## src/timer16_pkg.sv

```systemverilog
// Constants and types shared by the 16-bit timer capture and clock control block
// ==========================================================================
// Notes on behaviour
// Filter on: filtered capture input changes only after four equal raw samples.
// Filter on: capture events register four clock cycles later than filter off.
// Edge select zero triggers on falling edge, one on rising edge.
// Capture trigger copies counter into capture register and sets capture flag.
// Modes using capture register as top disconnect the capture input.
// Clock select 0 stops; 1 to 5 divide by 1, 8, 64, 256, 1024.
// Clock select 6 counts external falling edges, 7 external rising edges.
// Force bit in non-PWM modes applies immediate match per channel output mode.
// Forced match sets no flag and never clears the counter.
// Force bits act as one-cycle strobes and always read zero.
// Counter is readable and writable, byte pairs moved atomically via latch.
// One 8-bit high-byte latch is shared by all 16-bit registers.
// Counter write suppresses compare matches on the next timer tick.
// Capture source is capture pin or, optionally, the comparator output.
// Each 16-bit register: low byte at base, high byte at base plus one.
// Software should not modify a running counter or matches may be missed.
// Write high byte then low; low read loads high byte into latch.
package timer16_pkg;

  // ==========================================================================
  // Bus geometry
  localparam int ADDR_W = 12;
  localparam int DATA_W = 32;
  localparam int IDX_W = 10;
  localparam logic [1:0] RESP_OKAY = 2'h0;
  localparam logic [1:0] RESP_SLVERR = 2'h2;

  // ==========================================================================
  // Register indices; byte address is four times the index
  localparam logic [IDX_W-1:0] IDX_WAVE_CFG = 10'h080;
  localparam logic [IDX_W-1:0] IDX_CTRL_B = 10'h081;
  localparam logic [IDX_W-1:0] IDX_CTRL_C = 10'h082;
  localparam logic [IDX_W-1:0] IDX_CNT_LO = 10'h084;
  localparam logic [IDX_W-1:0] IDX_CNT_HI = 10'h085;
  localparam logic [IDX_W-1:0] IDX_CAP_LO = 10'h086;
  localparam logic [IDX_W-1:0] IDX_CAP_HI = 10'h087;
  localparam logic [IDX_W-1:0] IDX_CMPA_LO = 10'h088;
  localparam logic [IDX_W-1:0] IDX_CMPA_HI = 10'h089;
  localparam logic [IDX_W-1:0] IDX_STATUS = 10'h08C;

  // ==========================================================================
  // Field positions
  localparam int CTRLB_FILTER_BIT = 7;
  localparam int CTRLB_EDGE_BIT = 6;
  localparam int CTRLB_WGM_MSB = 4;
  localparam int CTRLB_WGM_LSB = 3;
  localparam int CTRLB_CS_MSB = 2;
  localparam int CTRLC_FORCE_A_BIT = 7;
  localparam int CTRLC_FORCE_B_BIT = 6;
  localparam int WCFG_MODE_A_MSB = 7;
  localparam int WCFG_MODE_B_MSB = 5;
  localparam int WCFG_WGM_MSB = 1;
  localparam int STAT_CAPF_BIT = 0;
  localparam int STAT_MATCHA_BIT = 1;
  localparam int STAT_SRC_BIT = 2;
  localparam logic [7:0] CTRLB_WMASK = 8'hDF;
  localparam logic [7:0] WCFG_WMASK = 8'hF3;

  // ==========================================================================
  // Reset values
  localparam logic [7:0] BYTE_RESET = 8'h00;
  localparam logic [15:0] WORD_RESET = 16'h0000;

  // ==========================================================================
  // Counting
  localparam int FILTER_LEN = 4;
  localparam int PRE_W = 10;
  localparam logic [PRE_W-1:0] DIV8_MASK = 10'h007;
  localparam logic [PRE_W-1:0] DIV64_MASK = 10'h03F;
  localparam logic [PRE_W-1:0] DIV256_MASK = 10'h0FF;
  localparam logic [PRE_W-1:0] DIV1024_MASK = 10'h3FF;
  localparam logic [15:0] TOP_8BIT = 16'h00FF;
  localparam logic [15:0] TOP_9BIT = 16'h01FF;
  localparam logic [15:0] TOP_10BIT = 16'h03FF;
  localparam logic [15:0] TOP_MAX = 16'hFFFF;

  // ==========================================================================
  // Waveform mode codes that matter here
  localparam logic [3:0] WGM_NORMAL = 4'h0;
  localparam logic [3:0] WGM_CTC_CMPA = 4'h4;
  localparam logic [3:0] WGM_CTC_CAP = 4'hC;

  // ==========================================================================
  // Enumerations
  typedef enum logic [2:0] {
    CS_STOP, CS_DIV1, CS_DIV8, CS_DIV64, CS_DIV256, CS_DIV1024, CS_EXT_FALL, CS_EXT_RISE
  } clock_select_t;

  typedef enum logic [1:0] {OM_OFF, OM_TOGGLE, OM_CLEAR, OM_SET} output_mode_t;

endpackage : timer16_pkg

```

## src/timer16_tick_gen.sv

```systemverilog
// Prescaler and external edge detector that produce the timer tick
`timescale 1ns/100ps
`default_nettype none
module timer16_tick_gen
  import timer16_pkg::*;
(
  // Clock and reset
  input wire logic aclk,
  input wire logic aresetn,
  // Selection and external pin
  input wire clock_select_t clock_select,
  input wire logic ext_count_pin,
  // Tick
  output logic tick
);

  // ==========================================================================
  // Free-running prescaler; shared taps keep every divider phase-locked
  logic [PRE_W-1:0] pre_count;
  logic ext_prev;
  wire ext_fall = ext_prev & ~ext_count_pin;
  wire ext_rise = ~ext_prev & ext_count_pin;

  always_ff @(posedge aclk) begin
    if (!aresetn) begin
      pre_count <= '0;
      ext_prev <= 1'b0;
    end else begin
      pre_count <= pre_count + 1'b1;
      ext_prev <= ext_count_pin;
    end
  end

  // ==========================================================================
  // Tick selection
  always_comb begin
    unique case (clock_select)
      CS_STOP: tick = 1'b0;
      CS_DIV1: tick = 1'b1;
      CS_DIV8: tick = (pre_count & DIV8_MASK) == DIV8_MASK;
      CS_DIV64: tick = (pre_count & DIV64_MASK) == DIV64_MASK;
      CS_DIV256: tick = (pre_count & DIV256_MASK) == DIV256_MASK;
      CS_DIV1024: tick = (pre_count & DIV1024_MASK) == DIV1024_MASK;
      CS_EXT_FALL: tick = ext_fall;
      CS_EXT_RISE: tick = ext_rise;
    endcase
  end

endmodule : timer16_tick_gen
`default_nettype wire

```

## src/timer16_capture_clock_control.sv

```systemverilog
// Top of the 16-bit timer: AXI4-Lite registers, capture, counter and forced compare
//
// Decided for this implementation: the AXI4-Lite register port.
`timescale 1ns/100ps
`default_nettype none
module timer16_capture_clock_control
  import timer16_pkg::*;
(
  // Clock and reset
  input wire logic aclk,
  input wire logic aresetn,
  // AXI4-Lite write address
  input wire logic [ADDR_W-1:0] awaddr,
  input wire logic awvalid,
  output logic awready,
  // AXI4-Lite write data
  input wire logic [DATA_W-1:0] wdata,
  input wire logic [3:0] wstrb,
  input wire logic wvalid,
  output logic wready,
  // AXI4-Lite write response
  output logic [1:0] bresp,
  output logic bvalid,
  input wire logic bready,
  // AXI4-Lite read address
  input wire logic [ADDR_W-1:0] araddr,
  input wire logic arvalid,
  output logic arready,
  // AXI4-Lite read data
  output logic [DATA_W-1:0] rdata,
  output logic [1:0] rresp,
  output logic rvalid,
  input wire logic rready,
  // Timer pins
  input wire logic capture_pin,
  input wire logic comparator_out,
  input wire logic ext_count_pin,
  output logic wave_out_a,
  output logic wave_out_b,
  output logic capture_flag
);

  // ==========================================================================
  // Register state
  logic [7:0] wave_cfg;
  logic [7:0] ctrl_b;
  logic [15:0] counter_value;
  logic [15:0] capture_value;
  logic [15:0] compare_a_value;
  logic [7:0] high_latch;
  logic match_a_flag;
  logic capture_src_comp;
  logic block_match;
  logic [1:0] wave;

  // ==========================================================================
  // Write channel holding registers
  logic [ADDR_W-1:0] aw_hold;
  logic [DATA_W-1:0] w_hold;
  logic [3:0] wstrb_hold;

  wire do_write = ~awready & ~wready & ~bvalid;
  wire [IDX_W-1:0] wr_idx = aw_hold[ADDR_W-1:2];
  wire [7:0] wbyte = w_hold[7:0];
  wire wr_en = do_write & wstrb_hold[0];
  wire wr_wave_cfg = wr_en & (wr_idx == IDX_WAVE_CFG);
  wire wr_ctrl_b = wr_en & (wr_idx == IDX_CTRL_B);
  wire wr_ctrl_c = wr_en & (wr_idx == IDX_CTRL_C);
  wire wr_cnt_lo = wr_en & (wr_idx == IDX_CNT_LO);
  wire wr_cap_lo = wr_en & (wr_idx == IDX_CAP_LO);
  wire wr_cmpa_lo = wr_en & (wr_idx == IDX_CMPA_LO);
  wire wr_status = wr_en & (wr_idx == IDX_STATUS);
  // High-byte writes only fill the shared latch
  wire wr_any_hi = wr_en & ((wr_idx == IDX_CNT_HI) | (wr_idx == IDX_CAP_HI) |
                            (wr_idx == IDX_CMPA_HI));
  wire wr_mapped = (wr_idx == IDX_WAVE_CFG) | (wr_idx == IDX_CTRL_B) |
                   (wr_idx == IDX_CTRL_C) | (wr_idx == IDX_CNT_LO) |
                   (wr_idx == IDX_CNT_HI) | (wr_idx == IDX_CAP_LO) |
                   (wr_idx == IDX_CAP_HI) | (wr_idx == IDX_CMPA_LO) |
                   (wr_idx == IDX_CMPA_HI) | (wr_idx == IDX_STATUS);

  // ==========================================================================
  // Read decode, taken at the address handshake
  wire rd_en = arvalid & arready;
  wire [IDX_W-1:0] rd_idx = araddr[ADDR_W-1:2];
  wire rd_cnt_lo = rd_en & (rd_idx == IDX_CNT_LO);
  wire rd_cap_lo = rd_en & (rd_idx == IDX_CAP_LO);
  wire rd_cmpa_lo = rd_en & (rd_idx == IDX_CMPA_LO);
  wire [7:0] status_byte = {5'h00, capture_src_comp, match_a_flag, capture_flag};
  logic [7:0] read_byte;
  logic rd_mapped;

  always_comb begin
    rd_mapped = 1'b1;
    unique case (rd_idx)
      IDX_WAVE_CFG: read_byte = wave_cfg;
      IDX_CTRL_B: read_byte = ctrl_b;
      IDX_CTRL_C: read_byte = BYTE_RESET;
      IDX_CNT_LO: read_byte = counter_value[7:0];
      IDX_CAP_LO: read_byte = capture_value[7:0];
      IDX_CMPA_LO: read_byte = compare_a_value[7:0];
      IDX_CNT_HI, IDX_CAP_HI, IDX_CMPA_HI: read_byte = high_latch;
      IDX_STATUS: read_byte = status_byte;
      default: begin
        read_byte = BYTE_RESET;
        rd_mapped = 1'b0;
      end
    endcase
  end

  // ==========================================================================
  // Mode decode
  wire [3:0] waveform_mode = {ctrl_b[CTRLB_WGM_MSB:CTRLB_WGM_LSB], wave_cfg[WCFG_WGM_MSB:0]};
  wire non_pwm = (waveform_mode == WGM_NORMAL) | (waveform_mode == WGM_CTC_CMPA) |
                 (waveform_mode == WGM_CTC_CAP);
  wire top_is_cmpa = (waveform_mode == WGM_CTC_CMPA) | (waveform_mode == 4'h9) |
                     (waveform_mode == 4'hB) | (waveform_mode == 4'hF);
  wire top_is_cap = (waveform_mode == WGM_CTC_CAP) | (waveform_mode == 4'h8) |
                    (waveform_mode == 4'hA) | (waveform_mode == 4'hE);
  wire top_8 = (waveform_mode == 4'h1) | (waveform_mode == 4'h5);
  wire top_9 = (waveform_mode == 4'h2) | (waveform_mode == 4'h6);
  wire top_10 = (waveform_mode == 4'h3) | (waveform_mode == 4'h7);
  wire [15:0] top_value = top_is_cmpa ? compare_a_value :
                          top_is_cap ? capture_value :
                          top_8 ? TOP_8BIT :
                          top_9 ? TOP_9BIT :
                          top_10 ? TOP_10BIT : TOP_MAX;

  // ==========================================================================
  // Timer tick
  logic tick;
  wire clock_select_t clock_select = clock_select_t'(ctrl_b[CTRLB_CS_MSB:0]);

  timer16_tick_gen u_tick_gen (
    .aclk(aclk),
    .aresetn(aresetn),
    .clock_select(clock_select),
    .ext_count_pin(ext_count_pin),
    .tick(tick)
  );

  // ==========================================================================
  // Capture input conditioning
  logic [FILTER_LEN-1:0] samples;
  logic filtered;
  logic unfiltered;
  logic sel_prev;
  wire raw_capture = capture_src_comp ? comparator_out : capture_pin;
  // Unfiltered path has one stage, filtered path four more
  wire all_high = &samples;
  wire all_low = ~|samples;
  wire selected = ctrl_b[CTRLB_FILTER_BIT] ? filtered : unfiltered;
  wire rise = selected & ~sel_prev;
  wire fall = ~selected & sel_prev;
  wire edge_hit = ctrl_b[CTRLB_EDGE_BIT] ? rise : fall;
  wire capture_event = edge_hit & ~top_is_cap;

  always_ff @(posedge aclk) begin
    if (!aresetn) begin
      samples <= '0;
      filtered <= 1'b0;
      unfiltered <= 1'b0;
      sel_prev <= 1'b0;
    end else begin
      samples <= {samples[FILTER_LEN-2:0], raw_capture};
      unfiltered <= raw_capture;
      if (all_high | all_low) begin
        filtered <= samples[FILTER_LEN-1];
      end
      sel_prev <= selected;
    end
  end

  // ==========================================================================
  // Counter, matches and flags
  wire [15:0] commit_word = {high_latch, wbyte};
  wire at_top = counter_value == top_value;
  // A counter write in flight also hides the match of this cycle
  wire match_a = tick & ~block_match & ~wr_cnt_lo &
                 (counter_value == compare_a_value);
  wire next_capture_flag = capture_event |
                           (capture_flag & ~(wr_status & wbyte[STAT_CAPF_BIT]));
  wire next_match_a_flag = match_a |
                           (match_a_flag & ~(wr_status & wbyte[STAT_MATCHA_BIT]));
  logic [7:0] next_high_latch;

  always_comb begin
    next_high_latch = high_latch;
    if (wr_any_hi) begin
      next_high_latch = wbyte;
    end else if (rd_cnt_lo) begin
      next_high_latch = counter_value[15:8];
    end else if (rd_cap_lo) begin
      next_high_latch = capture_value[15:8];
    end else if (rd_cmpa_lo) begin
      next_high_latch = compare_a_value[15:8];
    end
  end

  always_ff @(posedge aclk) begin
    if (!aresetn) begin
      counter_value <= WORD_RESET;
      block_match <= 1'b0;
    end else if (wr_cnt_lo) begin
      counter_value <= commit_word;
      block_match <= 1'b1;
    end else if (tick) begin
      // Only the counter reaching top wraps, even on a blocked tick; a forced match never does
      counter_value <= at_top ? WORD_RESET : counter_value + 16'h0001;
      block_match <= 1'b0;
    end
  end

  always_ff @(posedge aclk) begin
    if (!aresetn) begin
      capture_value <= WORD_RESET;
    end else if (capture_event) begin
      capture_value <= counter_value;
    end else if (wr_cap_lo) begin
      capture_value <= commit_word;
    end
  end

  always_ff @(posedge aclk) begin
    if (!aresetn) begin
      wave_cfg <= BYTE_RESET;
      ctrl_b <= BYTE_RESET;
      compare_a_value <= WORD_RESET;
      high_latch <= BYTE_RESET;
      capture_flag <= 1'b0;
      match_a_flag <= 1'b0;
      capture_src_comp <= 1'b0;
    end else begin
      if (wr_wave_cfg) begin
        wave_cfg <= wbyte & WCFG_WMASK;
      end
      if (wr_ctrl_b) begin
        ctrl_b <= wbyte & CTRLB_WMASK;
      end
      if (wr_cmpa_lo) begin
        compare_a_value <= commit_word;
      end
      if (wr_status) begin
        capture_src_comp <= wbyte[STAT_SRC_BIT];
      end
      high_latch <= next_high_latch;
      capture_flag <= next_capture_flag;
      match_a_flag <= next_match_a_flag;
    end
  end

  // ==========================================================================
  // Waveform outputs per channel; channel B has no comparator of its own here
  wire [1:0] force_bit = {wbyte[CTRLC_FORCE_B_BIT], wbyte[CTRLC_FORCE_A_BIT]};
  wire [1:0] real_match = {1'b0, match_a};
  wire [3:0] mode_bits = {wave_cfg[WCFG_MODE_B_MSB -: 2], wave_cfg[WCFG_MODE_A_MSB -: 2]};

  genvar ch;
  generate
    for (ch = 0; ch < 2; ch++) begin : g_channel
      wire output_mode_t output_mode = output_mode_t'(mode_bits[2*ch +: 2]);
      // The strobe lives one cycle; nothing of it is stored
      wire force_strobe = wr_ctrl_c & force_bit[ch] & non_pwm;
      wire apply = force_strobe | (real_match[ch] & non_pwm);
      logic next_wave;

      always_comb begin
        next_wave = wave[ch];
        if (apply) begin
          unique case (output_mode)
            OM_OFF: next_wave = wave[ch];
            OM_TOGGLE: next_wave = ~wave[ch];
            OM_CLEAR: next_wave = 1'b0;
            OM_SET: next_wave = 1'b1;
          endcase
        end
      end

      always_ff @(posedge aclk) begin
        if (!aresetn) begin
          wave[ch] <= 1'b0;
        end else begin
          wave[ch] <= next_wave;
        end
      end
    end
  endgenerate

  assign wave_out_a = wave[0];
  assign wave_out_b = wave[1];

  // ==========================================================================
  // AXI4-Lite handshakes; ready low means the slot holds a beat
  always_ff @(posedge aclk) begin
    if (!aresetn) begin
      awready <= 1'b1;
      wready <= 1'b1;
      bvalid <= 1'b0;
      bresp <= RESP_OKAY;
      aw_hold <= '0;
      w_hold <= '0;
      wstrb_hold <= 4'h0;
    end else begin
      if (awvalid & awready) begin
        aw_hold <= awaddr;
        awready <= 1'b0;
      end
      if (wvalid & wready) begin
        w_hold <= wdata;
        wstrb_hold <= wstrb;
        wready <= 1'b0;
      end
      if (do_write) begin
        bvalid <= 1'b1;
        bresp <= wr_mapped ? RESP_OKAY : RESP_SLVERR;
      end else if (bvalid & bready) begin
        bvalid <= 1'b0;
        awready <= 1'b1;
        wready <= 1'b1;
      end
    end
  end

  always_ff @(posedge aclk) begin
    if (!aresetn) begin
      arready <= 1'b1;
      rvalid <= 1'b0;
      rdata <= '0;
      rresp <= RESP_OKAY;
    end else if (rd_en) begin
      arready <= 1'b0;
      rvalid <= 1'b1;
      rdata <= {24'h00_0000, read_byte};
      rresp <= rd_mapped ? RESP_OKAY : RESP_SLVERR;
    end else if (rvalid & rready) begin
      rvalid <= 1'b0;
      arready <= 1'b1;
    end
  end

endmodule : timer16_capture_clock_control
`default_nettype wire

```

## config.mk

```make
export PLATFORM = sky130hd
export DESIGN_NAME = timer16_capture_clock_control
export DESIGN_NICKNAME = d
export VERILOG_FILES = /design/src/timer16_pkg.sv /design/src/timer16_tick_gen.sv /design/src/timer16_capture_clock_control.sv
export SDC_FILE = /design/constraint.sdc
export NUM_CORES = 1
export LEC_CHECK = 0
export BUFFER_PORTS_ARGS = -buffer_cell sky130_fd_sc_hd__buf_4
export CORE_UTILIZATION = 62
export DETAILED_ROUTE_END_ITERATION = 7
export HOLD_SLACK_MARGIN = 0.06
export PLACE_DENSITY = 0.86
export SLEW_MARGIN = 20
export SYNTH_ARGS = -nofsm -noshare
export SYNTH_HDL_FRONTEND = slang
export SYNTH_SLANG_ARGS = --single-unit
```

## constraint.sdc

```tcl
create_clock -name aclk -period 5.6 [get_ports aclk]
set_input_delay 1.12 -clock aclk [delete_from_list [all_inputs] [get_ports aclk]]
set_output_delay 1.12 -clock aclk [all_outputs]
set_load 0.02 [all_outputs]
```

# --- After elaboration in Yosys (flattened, before gate mapping) ---
# Cells that the tools add are included.
totals:
  ff_bits: 131
  inputBits: 70
  out_inout_bits: 44
classes:
  addsub: 2
  n_eq_ne: 53
  muxes: 38
  bitwise: 78
  reduce_logical: 16
op_table:
  columns: ["cell", "n"]
  rows:
  - ["10-bit by 8-bit == test with 1-bit output (second input constant)", 20]
  - ["16-bit 2-to-1 mux", 10]
  - ["8-bit case mux with 7 select lines", 1]
  - ["1-bit AND", 36]
  - ["16-bit == test", 2]
  - ["8-bit 2-to-1 mux", 4]
  - ["4-bit == test (second input constant)", 7]
  - ["1-bit bitwise OR", 26]
  - ["1-bit 2-to-1 mux", 18]
  - ["16-bit by 1-bit adder with 16-bit output (second input constant)", 1]
  - ["4-bit by 3-bit == test with 1-bit output (second input constant)", 4]
  - ["1-bit inverter", 16]
  - ["3-bit == test (second input constant)", 5]
  - ["10-bit by 1-bit adder with 10-bit output (second input constant)", 1]
  - ["10-bit == test (second input constant)", 1]
  - ["10-bit OR reduction", 1]
  - ["2-bit == test (second input constant)", 4]
  - ["4-bit by 2-bit == test with 1-bit output (second input constant)", 2]
  - ["8-bit == test (second input constant)", 1]
  - ["1-bit case mux with 8 select lines", 1]
  - ["2-bit nonzero test", 4]
  - ["3-bit by 2-bit == test with 1-bit output (second input constant)", 2]
  - ["6-bit == test (second input constant)", 1]
  - ["1-bit case mux with 3 select lines", 2]
  - ["13 further kinds", 17]

# --- Logic depth before layout (Yosys ltp) ---
logic_depth:
  ltp_word: 11
  depth_mapped: 11

# --- Modules after synthesis ---
# From an unflattened synthesis, not the netlist that was laid out.
unflattened:
  cells_unflattened: 872
  area_unflattened_um2: 7070.5
by_module_without_submodules:
  columns: ["module", "instances", "cells_each", "area_per_inst_um2"]
  rows:
  - ["timer16_capture_clock_control", 1, 814, 6552.5]
  - ["timer16_tick_gen", 1, 58, 518.0]

# --- Least setup slack after synthesis ---
# No wires, ideal clock.
synth_path:
  path_type: "in2reg"
  startpoint: "in araddr[8]"
  endpoint: "reg high_latch[0]"
  setup_time_ns: 0.132
  arrival_time_ns: 2.990
  t_required_ns: 5.468
  path_slack_ns: 2.478
  cell_stages: 7
  n_path_buf: 0
  path_cell_list: "or4b_1 -> nor4_2 -> nand2_2 -> mux2i_1 -> a21oi_1 -> mux2i_1 -> a21oi_1"
synth_via:
  elab_chain_len: 5
synth_rtl:
  columns: ["element", "line_no", "text"]
  rows:
  - ["from (decl)", "timer16_capture_clock_control.sv:26", "input wire logic [ADDR_W-1:0] araddr,"]
  - ["10-bit by 8-bit == test with 1-bit output", "timer16_capture_clock_control.sv:87", "wire rd_cap_lo = rd_en & (rd_idx == IDX_CAP_LO);"]
  - ["1-bit AND", "timer16_capture_clock_control.sv:87", null]
  - ["8-bit 2-to-1 mux", "timer16_capture_clock_control.sv:193", "end else if (rd_cap_lo) begin"]
  - ["8-bit 2-to-1 mux", "timer16_capture_clock_control.sv:191", "end else if (rd_cnt_lo) begin"]
  - ["8-bit 2-to-1 mux", "timer16_capture_clock_control.sv:189", "if (wr_any_hi) begin"]
  - ["to (signal assigned)", "timer16_capture_clock_control.sv:246", "high_latch <= next_high_latch;"]
  - ["to (decl)", "timer16_capture_clock_control.sv:50", "logic [7:0] high_latch;"]
# Parallel ways exist; a longest one is shown, timed or not.
# A chain may end at the register's enable or synchronous reset.

# --- Worst setup path after layout ---
layout_path:
  startpoint: "reg ctrl_b[4]"
  endpoint: "reg counter_value[4]"
layout_via:
  elab_chain_len: 11
layout_rtl:
  columns: ["element", "line_no", "text"]
  rows:
  - ["from (decl)", "timer16_capture_clock_control.sv:46", "logic [7:0] ctrl_b;"]
  - ["from (signal assigned)", "timer16_capture_clock_control.sv:238", "ctrl_b <= wbyte & CTRLB_WMASK;"]
  - ["4-bit by 2-bit == test with 1-bit output or 4-bit by 3-bit == test with 1-bit output (tied branches)", "timer16_capture_clock_control.sv:122", "wire top_10 = (waveform_mode == 4'h3) | (waveform_mode == 4'h7);"]
  - ["1-bit bitwise OR", "timer16_capture_clock_control.sv:122", null]
  - ["16-bit 2-to-1 mux", "timer16_capture_clock_control.sv:127", "top_10 ? TOP_10BIT : TOP_MAX;"]
  - ["16-bit 2-to-1 mux", "timer16_capture_clock_control.sv:126", "top_9 ? TOP_9BIT :"]
  - ["16-bit 2-to-1 mux", "timer16_capture_clock_control.sv:125", "top_8 ? TOP_8BIT :"]
  - ["16-bit 2-to-1 mux", "timer16_capture_clock_control.sv:124", "top_is_cap ? capture_value :"]
  - ["16-bit 2-to-1 mux *", "timer16_capture_clock_control.sv:123", "wire [15:0] top_value = top_is_cmpa ? compare_a_value :"]
  - ["16-bit == test *", "timer16_capture_clock_control.sv:177", "wire at_top = counter_value == top_value;"]
  - ["16-bit 2-to-1 mux *", "timer16_capture_clock_control.sv:209", "counter_value <= at_top ? WORD_RESET : counter_value + 16'h0001;"]
  - ["16-bit 2-to-1 mux *", "timer16_capture_clock_control.sv:207", "end else if (tick) begin"]
  - ["16-bit 2-to-1 mux *", "timer16_capture_clock_control.sv:204", "end else if (wr_cnt_lo) begin"]
  - ["to (signal assigned)", "timer16_capture_clock_control.sv:205", "counter_value <= commit_word;"]
  - ["to (signal assigned)", "timer16_capture_clock_control.sv:209", null]
  - ["to (decl)", "timer16_capture_clock_control.sv:47", "logic [15:0] counter_value;"]
# Mark *: on every way between the ends. The rest lies on a longest branch, timed or not. The select of a mux whose other input is x is not followed.

==> qor.csv <==
stage,metric,value,unit
clocking,CTS tree,built,
timing,Max Fclk,0.2717,GHz
detailed_routing,via count,6731,
synthesis,largest area contributor in the synthesized netlist,dfxtp_1,
grt,initial antenna violation count,0,
synthesis,post-synth top area share,0.3379,
worst_setup_path,startpoint class of the critical path,flip-flop,
worst_setup_path,crit path capture type,flip-flop,
detailed_routing,via/cell ratio,6.392,
detailed_routing,DR DRC count,0,
synthesis,register area share after synthesis,0.3379,
timing,Max-slew headroom,0.2980,
timing,endpoints failing setup,0,
grt,Tot GR Track Use,0.3215,
worst_setup_path,CP Class,flip-flop to flip-flop,
layout,multi-input logic area,4466,um^2
grt,vias in the first global route,6249,
clocking,CTS root buffer,clkbuf_16,
placed_design,port bufs,56,
layout,fin area,8294,um^2
worst_setup_path,Critical Path RT,5.91,ns
detailed_routing,WL/cell,18.68,um
pwr,Pleak,0.003143,uW
layout,Fillers,863,
clocking,Clock Pin Slew Worst Setup and Hold Paths,0.06,ns
worst_setup_path,cells on worst reg2reg path,7,
clocking,CTS Buffer Depth,2,
synthesis,Post-synth ARST share,0,
detailed_routing,Routed Antenna Nets,0,
worst_setup_path,CP Cell Sequence,and2_1 > a32oi_2 > o221a_2 > nor4_2 > and4bb_1 > a2111oi_0 > or3_1,
synthesis,number of library cell types mapped by synthesis,76,
clocking,number of sinks on the clock net,126,
clocking,cts repair resizes,0,
placed_design,# placed instances,1021,
floorplanning,die area,12480,um^2
synthesis,warnings from Yosys,0,
floorplanning,chip width,111.7,um
pwr,maximum vdd drop,211.7,uV
pwr,PwrDens,263.5,nW/um^2
worst_setup_path,Crit-path slowest cell,dfxtp_1,
timing,Tmin final,3.681,ns
layout,Final Non-Filler Cells,1053,
timing,post-route setup TNS,0,ns
layout,# nets final,970,
worst_setup_path,"Data arrival, critical path",3.99,ns
layout,Sequential Area,2522,um^2
timing,Slew @ Worst Pin,1.044,ns
timing,"Hold Vio Cnt, Final",0,
synthesis,Mapped Cells,886,
run,max cap viols,0,
synthesis,Post-synth EDFFs,0,
placed_design,placed instance area,7702,um^2
layout,number of antenna diodes,0,
floorplanning,io pins,114,
layout,"commonest non-fill, non-tap cell in the layout",dfxtp_1,
floorplanning,num rows,39,
synthesis,Mean Syn Cell Area,8.425,um^2
detailed_routing,First-pass DRT Iterations,5,
worst_hold_path,HP Class,flip-flop to flip-flop,
layout,"commonest cells after routing, fill and taps aside","dfxtp_1 (126), nand2_1 (88), mux2i_1 (66), buf_4 (61), o21ai_0 (48)",
floorplanning,Die Ht,111.7,um
layout,layout cells sized above 1,0.1363,
grt,grt ovf,0,
detailed_routing,overall routed net length,19670,um
timing,RSZ-0062 raised after global routing,false,
run_status,outcome,"finished, final reports clean",
clocking,clk_lat worst skew,0.43,ns
clocking,CTS Buf Count,17,
floorplanning,initial cell density of the core,0.6455,
synthesis,Area contributors post-synth,"dfxtp_1 (34%), mux2i_1 (8.9%), nand2_1 (4.4%), nor2b_1 (3.8%), o21ai_0 (3.2%)",
timing,Setup Skew,0.007544,ns
synthesis,Seq cells post-synth,126,
synthesis,synthesized area,7465,um^2
worst_setup_path,Critical Path Max Stage Delay,0.90,ns
clocking,cts hold-fix bufs,0,
timing,final cycle utilization of the critical path,0.6573,
clocking,setup repair bufs after CTS,0,
layout,Area Overhead vs Synth,11.11,%
worst_setup_path,worst-path maximum fanout,24,
worst_hold_path,worst hold path stage count,2,
grt,largest net degree at the start of global routing,73,
detailed_routing,Initial DRC Count,781,
placed_design,hpwl dp,13150,um
synthesis,Main synth FF type,dfxtp_1,
floorplanning,total core area,11560,um^2
clocking,htree depth,4,
timing,max-slew violations,0,
grt,first-pass GRT wire length,31600,um
placed_design,gp weighted congestion,0.9614,
## per-layer routing
metal	global-route usage	routed length (um)	vias up
met5	0	0	-
met4	0.1874	905	0
met3	0.07295	1659	70
met2	0.5035	9025	343
met1	0.4064	8078	3147
li1	-	-	3171
## logic make-up after synthesis
logic type                 Yosys count  share of synthesized area
DFF                                126                     0.3379
muxes                               72                     0.1006
buffers and inverters              116                    0.07928
adders and majority gates            3                   0.005029
other                                1                  0.0005024
and+or+nand+nor                    315                     0.2404
xor gates and xnor gates            23                    0.02699
AOI/OAI and AO/OA                  230                     0.2094
## cell type report
cell class,count,area share
sequential,126,0.3041
multi-input combinational,669,0.5384
timing repair buffer,61,0.05521
clock buffer,17,0.05129
tap,143,0.02157
clock inverter,15,0.01946
inverter,22,0.009956
## critical path: cells and delay by family, from the launching register on
kind               cells  cell delay [ns]
and+or+nand+nor        4             1.83
AOI/OAI and AO/OA      3             0.81
DFF                    1             0.90
## where the power goes
group	leakage (uW)	switching [uW]	internal (uW)
clock	0.000277	441	660
combinational	0.00184	79.2	57.8
sequential	0.00102	29.5	918
## through the flow
step	utilization	hold WS, ns	setup WS (ns)	total power [uW]
after global routing	0.7172	0.4808	1.713	2248
after CTS	0.7168	0.4611	2.022	2187
after floorplan	-	0.4328	2.478	1064
final	0.7172	0.4589	1.919	2186
after global placement	0.6660	0.4467	1.803	1097
after detailed placement	0.6660	0.4509	1.762	1101
## registers in the layout, indices dropped and copies added (netlist names), 4 cells and up
| name | cells |
|---|---|
| u_tick_gen.pre_count | 10 |
| w_hold | 8 |
| high_latch | 8 |
| ctrl_b | 7 |
| capture_value | 16 |
| rdata | 8 |
| wave_cfg | 6 |
| counter_value | 16 |
| compare_a_value | 16 |
| samples | 4 |
| aw_hold | 10 |
## cell usage after synthesis (all sizes together), types with 17 or more instances
cell	count
a21boi	26
clkbuf	47
and2	17
dfxtp	126
a21oi	46
nor2	24
mux2i	66
nand2	90
nand3	28
buf	47
nor2b	45
a22oi	17
inv	22
a31oi	18
o211a	18
xnor2	18
nor3	18
o21ai	50
## worst paths after layout
check / start / end / slack [ns]
setup / recovery: ctrl_b[4] / counter_value[4] / 1.92
hold / removal: aw_hold[9] / aw_hold[9] / 0.46
setup reg to reg: ctrl_b[4] / counter_value[4] / 1.92
hold reg to reg: aw_hold[9] / aw_hold[9] / 0.46
Note: power is estimated with default switching activity, not from simulation.
